**src/flash_host_pkg.sv**
```systemverilog
/*
 * Constants shared by the parallel flash host controller: timing figures,
 * derived cycle counts and operation codes of the user-side port.
 * Assumes a single 25 MHz system clock.
 */
package flash_host_pkg;
   localparam int CLK_MHZ            = 25;
   localparam int CLK_NS             = 40;
   // figures as printed, each in its own unit
   localparam int RESET_OP_LOW_US    = 25;
   localparam int RESET_READ_LOW_NS  = 100;
   localparam int POWERUP_HOLD_US    = 60;
   localparam int BUF128_TIMEOUT_US  = 2000;
   localparam int BUF256_TIMEOUT_US  = 3600;
   localparam int BUF128_WORDS       = 128;
   localparam int BUF256_WORDS       = 256;
   // least times round up
   localparam int RESET_OP_LOW_CYC   = RESET_OP_LOW_US * CLK_MHZ;
   localparam int RESET_READ_LOW_CYC =
      (RESET_READ_LOW_NS + CLK_NS - 1) / CLK_NS;
   localparam int POWERUP_HOLD_CYC   = POWERUP_HOLD_US * CLK_MHZ;
   // timeouts are longest waits: plain products already whole
   localparam int BUF128_TIMEOUT_CYC = BUF128_TIMEOUT_US * CLK_MHZ;
   localparam int BUF256_TIMEOUT_CYC = BUF256_TIMEOUT_US * CLK_MHZ;

   localparam int CNT_W = 24;

   // write strobe length in cycles
   localparam int WR_PULSE_CYC       = 2;
   // no erase-to-suspend spacing is fixed: plain default, in cycles
   localparam int SUSPEND_GAP_CYC    = 16;

   localparam logic [1:0] OP_READ  = 2'h0;
   localparam logic [1:0] OP_WRITE = 2'h1;
   localparam logic [1:0] OP_RESET = 2'h2;
   localparam logic [1:0] OP_WAIT  = 2'h3;

   localparam logic [15:0] DATA_ZERO = 16'h0000;
   localparam logic [15:0] BYTE_MASK = 16'h00FF;
endpackage

```
**src/flash_host.sv**
```systemverilog
/*
 * Host-side controller that drives an asynchronous parallel NOR flash by
 * its pins: selects, output enable, write strobe, reset and width select.
 * Assumes the flash pins are synchronous to clk and that the busy pin is
 * pulled up outside; the data bus is resolved by the testbench from dq_oe_n and oe_n.
 */
// Functional notes
// device selected by three-select truth table
// single chip: second and third selects low
// read drives data only with oe low
// write strobe low, oe high: command word
// never assert oe and write together
// byte mode uses low eight data lines
// low program supply refuses alterations
// busy low while write engine runs
// busy released when idle or suspended
// busy low pulse at least 500 ns
// reset low 25 us in op, 100 ns read
// device enters reset within 100 ns
// reset held 60 us after power valid
// await recovery after busy and reset high
// space erase suspend after erase start
// buffer program timeouts 2000/3600 us
// engine runs algorithms autonomously
// wait busy release before new command; host waits only on OP_WAIT and in recovery after reset, req_ready ignores busy
`timescale 1ns/1ps
module flash_host
   import flash_host_pkg::*;
#(
   parameter int POWERUP_CYC   = POWERUP_HOLD_CYC,
   parameter int RST_OP_CYC    = RESET_OP_LOW_CYC,
   parameter int TMO128_CYC    = BUF128_TIMEOUT_CYC,
   parameter int TMO256_CYC    = BUF256_TIMEOUT_CYC,
   parameter int ACCESS_CYC    = 4,
   parameter int RECOVER_CYC   = 6
)(
   input  wire logic        clk,
   input  wire logic        reset_n,
   // user side
   input  wire logic        req_valid,
   output logic             req_ready,
   input  wire logic [1:0]  req_op,
   input  wire logic [22:0] req_addr,
   input  wire logic [15:0] req_wdata,
   input  wire logic        req_byte_mode,
   input  wire logic        req_big_buf,
   output logic             rsp_valid,
   output logic [15:0]      rsp_rdata,
   output logic             rsp_timeout,
   // flash pins
   output logic [22:0]      flash_addr,
   output logic             select_line_first,
   output logic             select_line_second,
   output logic             select_line_third,
   output logic             oe_n,
   output logic             we_n,
   output logic             reset_powerdown_n,
   output logic             byte_n,
   input  wire logic [15:0] dq_in,
   output logic [15:0]      dq_out,
   output logic             dq_oe_n,
   input  wire logic        busy_indicator_pin
);
   typedef enum {S_PWRUP, S_IDLE, S_RD, S_WR, S_WHOLD, S_RST, S_RECOV,
                 S_WAIT} state_e;

   state_e            state_ff, nxt_state;
   logic [CNT_W-1:0]  cnt_ff, nxt_cnt;
   logic [22:0]       addr_ff, nxt_addr;
   logic [15:0]       wdata_ff, nxt_wdata;
   logic [15:0]       rdata_ff, nxt_rdata;
   logic              byte_ff, nxt_byte;
   logic              busy_seen_ff, nxt_busy_seen;
   logic              tmo_ff, nxt_tmo;
   logic              rsp_ff, nxt_rsp;
   logic [CNT_W-1:0]  gap_ff, nxt_gap;
   logic              write_held;

   function automatic logic [CNT_W-1:0] cyc(input int n);
      return CNT_W'(n);
   endfunction

   // single-chip wiring: only the first select toggles
   assign select_line_second = 1'b0;
   assign select_line_third  = 1'b0;
   always_comb begin
      // with second and third low, first low selects the device
      select_line_first = !(state_ff == S_RD || state_ff == S_WR);
      oe_n    = (state_ff != S_RD);
      we_n    = (state_ff != S_WR) || (state_ff == S_RD);
      dq_oe_n = !(state_ff == S_WR || state_ff == S_WHOLD);
      reset_powerdown_n = !(state_ff == S_PWRUP || state_ff == S_RST);
   end

   // an erase suspend issued too soon after its erase can make that erase
   // fail, so every command write waits out the gap left by the last one
   assign write_held  = (gap_ff != '0) && (req_op == OP_WRITE);
   assign req_ready   = (state_ff == S_IDLE) && !write_held;
   assign flash_addr  = addr_ff;
   assign dq_out      = wdata_ff;
   assign byte_n      = byte_ff;
   assign rsp_valid   = rsp_ff;
   assign rsp_rdata   = rdata_ff;
   assign rsp_timeout = tmo_ff;

   always_comb begin
      nxt_state     = state_ff;
      nxt_cnt       = cnt_ff;
      nxt_addr      = addr_ff;
      nxt_wdata     = wdata_ff;
      nxt_rdata     = rdata_ff;
      nxt_byte      = byte_ff;
      nxt_busy_seen = busy_seen_ff;
      nxt_tmo       = 1'b0;
      nxt_rsp       = 1'b0;
      nxt_gap       = (gap_ff != '0) ? gap_ff - 1'b1 : gap_ff;
      case (state_ff)
         S_PWRUP: begin
            if (cnt_ff >= cyc(POWERUP_CYC - 1)) begin
               nxt_state = S_RECOV;
               nxt_cnt   = '0;
            end else begin
               nxt_cnt = cnt_ff + 1'b1;
            end
         end
         S_IDLE: begin
            nxt_cnt = '0;
            if (req_valid && !write_held) begin
               nxt_addr  = req_addr;
               nxt_wdata = req_byte_mode ? (req_wdata & BYTE_MASK)
                                         : req_wdata;
               nxt_byte  = !req_byte_mode;
               if (req_op == OP_READ) begin
                  nxt_state = S_RD;
               end else if (req_op == OP_WRITE) begin
                  nxt_state = S_WR;
                  nxt_gap   = cyc(SUSPEND_GAP_CYC);
               end else if (req_op == OP_RESET) begin
                  nxt_state = S_RST;
               end else begin
                  nxt_busy_seen = 1'b0;
                  nxt_state     = S_WAIT;
               end
            end
         end
         S_RD: begin
            if (cnt_ff >= cyc(ACCESS_CYC - 1)) begin
               nxt_rdata = byte_ff ? dq_in : (dq_in & BYTE_MASK);
               nxt_rsp   = 1'b1;
               nxt_state = S_IDLE;
            end else begin
               nxt_cnt = cnt_ff + 1'b1;
            end
         end
         S_WR: begin
            // 80 ns strobe covers the 60 ns write pulse minimum
            if (cnt_ff >= cyc(WR_PULSE_CYC - 1)) begin
               nxt_state = S_WHOLD;
               nxt_cnt   = '0;
            end else begin
               nxt_cnt = cnt_ff + 1'b1;
            end
         end
         S_WHOLD: begin
            nxt_rsp   = 1'b1;
            nxt_state = S_IDLE;
         end
         S_RST: begin
            // always uses the longer hold, safe for a running operation
            if (cnt_ff >= cyc(RST_OP_CYC - 1)) begin
               nxt_state = S_RECOV;
               nxt_cnt   = '0;
            end else begin
               nxt_cnt = cnt_ff + 1'b1;
            end
         end
         S_RECOV: begin
            // count restarts while busy is low: later of busy and reset
            if (!busy_indicator_pin) begin
               nxt_cnt = '0;
            end else if (cnt_ff >= cyc(RECOVER_CYC - 1)) begin
               nxt_rsp   = 1'b1;
               nxt_state = S_IDLE;
            end else begin
               nxt_cnt = cnt_ff + 1'b1;
            end
         end
         S_WAIT: begin
            // busy may fall late, so a pin already high is not trusted
            if (!busy_indicator_pin) begin
               nxt_busy_seen = 1'b1;
            end
            if (busy_seen_ff && busy_indicator_pin) begin
               nxt_rsp   = 1'b1;
               nxt_state = S_IDLE;
            end else if (cnt_ff >= cyc(byte_ff && req_big_buf ?
                                       TMO256_CYC : TMO128_CYC)) begin
               nxt_tmo   = 1'b1;
               nxt_rsp   = 1'b1;
               nxt_state = S_IDLE;
            end else begin
               nxt_cnt = cnt_ff + 1'b1;
            end
         end
         default: nxt_state = S_IDLE;
      endcase
   end

   always_ff @(posedge clk) begin
      if (!reset_n) begin
         state_ff     <= S_PWRUP;
         cnt_ff       <= '0;
         addr_ff      <= '0;
         wdata_ff     <= DATA_ZERO;
         rdata_ff     <= DATA_ZERO;
         byte_ff      <= 1'b1;
         busy_seen_ff <= 1'b0;
         tmo_ff       <= 1'b0;
         rsp_ff       <= 1'b0;
         gap_ff       <= '0;
      end else begin
         state_ff     <= nxt_state;
         cnt_ff       <= nxt_cnt;
         addr_ff      <= nxt_addr;
         wdata_ff     <= nxt_wdata;
         rdata_ff     <= nxt_rdata;
         byte_ff      <= nxt_byte;
         busy_seen_ff <= nxt_busy_seen;
         tmo_ff       <= nxt_tmo;
         rsp_ff       <= nxt_rsp;
         gap_ff       <= nxt_gap;
      end
   end
endmodule

```
**config.mk**
```make
export PLATFORM = sky130hd
export DESIGN_NAME = flash_host
export DESIGN_NICKNAME = d
export VERILOG_FILES = /design/src/flash_host_pkg.sv /design/src/flash_host.sv
export SDC_FILE = /design/constraint.sdc
export NUM_CORES = 1
export LEC_CHECK = 0
export BUFFER_PORTS_ARGS = -buffer_cell sky130_fd_sc_hd__buf_2
export CAP_MARGIN = 25
export CORE_MARGIN = 2
export CORE_UTILIZATION = 50
export CTS_CLUSTER_SIZE = 10
export DETAILED_ROUTE_END_ITERATION = 10
export GPL_ROUTABILITY_DRIVEN = 0
export PLACE_DENSITY = 0.82
export SLEW_MARGIN = 10
export SYNTH_ARGS = -nofsm -noshare
export SYNTH_HDL_FRONTEND = slang
export SYNTH_SLANG_ARGS = --single-unit
```
**constraint.sdc**
```tcl
create_clock -name clk -period 3.5 [get_ports clk]
set_clock_uncertainty 0.2 [all_clocks]
set_input_delay 0.35 -clock clk [delete_from_list [all_inputs] [get_ports clk]]
set_output_delay 0.35 -clock clk [all_outputs]
set_load 0.01 [all_outputs]
```
==> metrics.yaml <==
grt_pass1_vias: 4770
fin_crit_ns: 3.188
dp_hpwl_um: 9265
most-common-layout-cells: "126 x buf_2, 110 x dfxtp_1, 79 x nor2_1"
cts_buffer_depth: 2
initial_core_util_pct: 51.98
ys_seq_area_share_pct: 43.15
cts_resized: 0
clock.fmax_ghz: 0.3137
dieArea_um2: 11030
areaGrowthSynthToFinish_pct: 23.41
p_per_area_nw_per_um2: 623.9
synth_edf_count: 0
fillers: 822
worst_slew_pin_slew_ns: 0.8237
r2r.worst_path.cells: 8
startpoint_type: "register"
rr_endpoint: "dq_out[10]$_SDFFE_PN0P_"
min_path_type: "input port to register"
cts-root-buf: "clkbuf_8"
antenna_found_initial: 0
cts.sinks: 110
cap_violations: 0
coreArea_um2: 9819
setup_viol: 0
syn_area_per_cell_um2: 8.563
n_antenna_cell: 0
multi_input_area_um2: 2710
drtPass1Iterations: 4
hold_ws_ns: 0.01284
r2r_start: "gap_ff[0]$_SDFF_PN0_"
synth_cell_type_count: 60
wl_um: 13560
slew_headroom_pct: 44.39
cp-end-kind: "output port"
startpoint: "gap_ff[0]$_SDFF_PN0_"
worstSetupPathType: "register to output port"
leakage_nw: 2.825
final_common_cell: "buf_2"
status: "finished, final reports clean"
ys_ff_latch: 110
worst_ir_drop_vdd_mv: 0.3242
syn_area_um2: 5104
synthArstFlopShare_pct: 0
grt_use_total_pct: 24.61
power_mw: 3.930
pin_count: 129
cp_max_fo: 10
cts_tree: "done"
vias_per_cell: 5.624
path_clk_slew_ns: 0.12
ff_latch_area_um2: 2202
ant_nets: 0
clkLatencyLatePin_ns: 0.38
cp.arrival_ns: 2.64
rsz0062_at_grt: "false"
fin_crit_sh_pct: 91.09
final.setup.worst_slack_ns: 0.3117
hold_viol_final: 0
rows: 36
die_x_um: 105.0
nNetsFinal: 811
synth_cells: 596
r2r_slack_ns: 0.52
finalSetupTns_ns: 0
htreeDepth: 3
grt_pass1_wl_um: 22320
drv_slew: 0
dp_slack_ns: 0.4844
synth_ff_type: "dfxtp_1"
required_ns: 2.95
overflow: 0
drive_gt1_share_pct: 22.43
die_h_um: 105.0
grt_max_degree: 51
cts_buffers: 9
wl_per_cell_um: 15.53
routed-via-count: 4910
drc: 0
io_buffers: 126
yosysWarningCount: 0
crit_path_end: "req_ready"
drt_iter0_markers: 285
==> final cells by class <==
class | instances | area share (%)
clock buffer | 9 | 1.967
inverter | 14 | 0.8343
timing repair buffer | 162 | 15.34
multi-input combinational | 438 | 43.03
tap | 133 | 2.642
sequential | 110 | 34.96
clock inverter | 7 | 1.232
==> cells in the mapped netlist, types with 12 or more instances <==
cell / number / share of area [%]
inv_1: 13 / 0.96
or3_1: 13 / 1.6
mux2i_1: 32 / 6.3
dfxtp_1: 110 / 43
a21oi_1: 49 / 4.8
nor2_1: 79 / 5.8
nand3_1: 17 / 1.7
nor3_1: 17 / 1.7
o21ai_0: 12 / 1.2
clkbuf_1: 23 / 1.7
ha_1: 13 / 3.2
nand2_1: 58 / 4.3
xnor2_1: 16 / 2.7
==> worst min path at each step <==
stage                     cells after the start               startpoint                          to
after floorplan                               2  cnt_ff[23]$_SDFFE_PN0P_     cnt_ff[23]$_SDFFE_PN0P_
after global placement                        2  dq_out[10]$_SDFFE_PN0P_     dq_out[10]$_SDFFE_PN0P_
after detailed placement                      2  dq_out[10]$_SDFFE_PN0P_     dq_out[10]$_SDFFE_PN0P_
after CTS                                     3                 dq_in[0]   rsp_rdata[0]$_SDFFE_PN0P_
after global routing                          3             req_wdata[5]      dq_out[5]$_SDFFE_PN0P_
final                                         3              req_addr[1]  flash_addr[1]$_SDFFE_PN0P_
==> what timing repair did <==
| action | CTS | global route |
|---|---|---|
| setup buffers | 0 | 0 |
| endpoints found under the setup margin | 0 | 0 |
| hold endpoints to repair | 26 | 0 |
| hold buffers | 26 | 0 |
==> per-layer routing <==
metal | global-route usage [%] | vias up | routed length, um
li1 | - | 2406 | -
met1 | 28.53 | 2318 | 5442
met2 | 44.62 | 160 | 7089
met3 | 4.991 | 26 | 742
met4 | 8.857 | 0 | 280
met5 | 0 | - | 0
==> state kept, by name, indices dropped and copies added (netlist names), 3 cells and up <==
signal and count:
rsp_rdata 16, state_ff 3, cnt_ff 24, flash_addr 23
gap_ff 24, dq_out 16
==> stage by stage <==
| stage | area [um2] | cells | utilization [%] |
|---|---|---|---|
| 2_1_floorplan | 5107 | 597 | - |
| 3_3_place_gp | 5829 | 830 | 59.37 |
| 3_5_place_dp | 5837 | 831 | 59.44 |
| 4_1_cts | 6299 | 873 | 64.14 |
| 5_1_grt | 6299 | 873 | 64.14 |
| 6_report | 6299 | 873 | 64.14 |
==> logic make-up (layout without fill, tap and decap cells) <==
group	count (synthesis)	count (layout)	share of synthesized area, %
other	1	2	0.07348
AOI/OAI and AO/OA	125	125	16.21
DFF	110	110	43.15
muxes	32	32	6.276
and+or+nand+nor	247	247	23.80
adders and majority gates	13	13	3.187
xor gates and xnor gates	19	19	3.261
buffers and inverters	49	192	4.045
==> worst max-delay path, stage by stage (launching register included) <==
cell and delay, ns:
dfxtp_1 0.33, inv_1 0.13, ha_1 0.17, or3b_2 0.43, or4_4 0.47, nor3_2 0.25
buf_4 0.23, o21a_1 0.13, buf_2 0.12
==> where the power goes <==
part	total [mW]	switching (mW)	internal (mW)
Sequential	1.62	0.183	1.44
Combinational	1.52	0.862	0.657
Clock	0.788	0.497	0.291
Total	3.93	1.54	2.39
(Power assumes the default switching activity.)
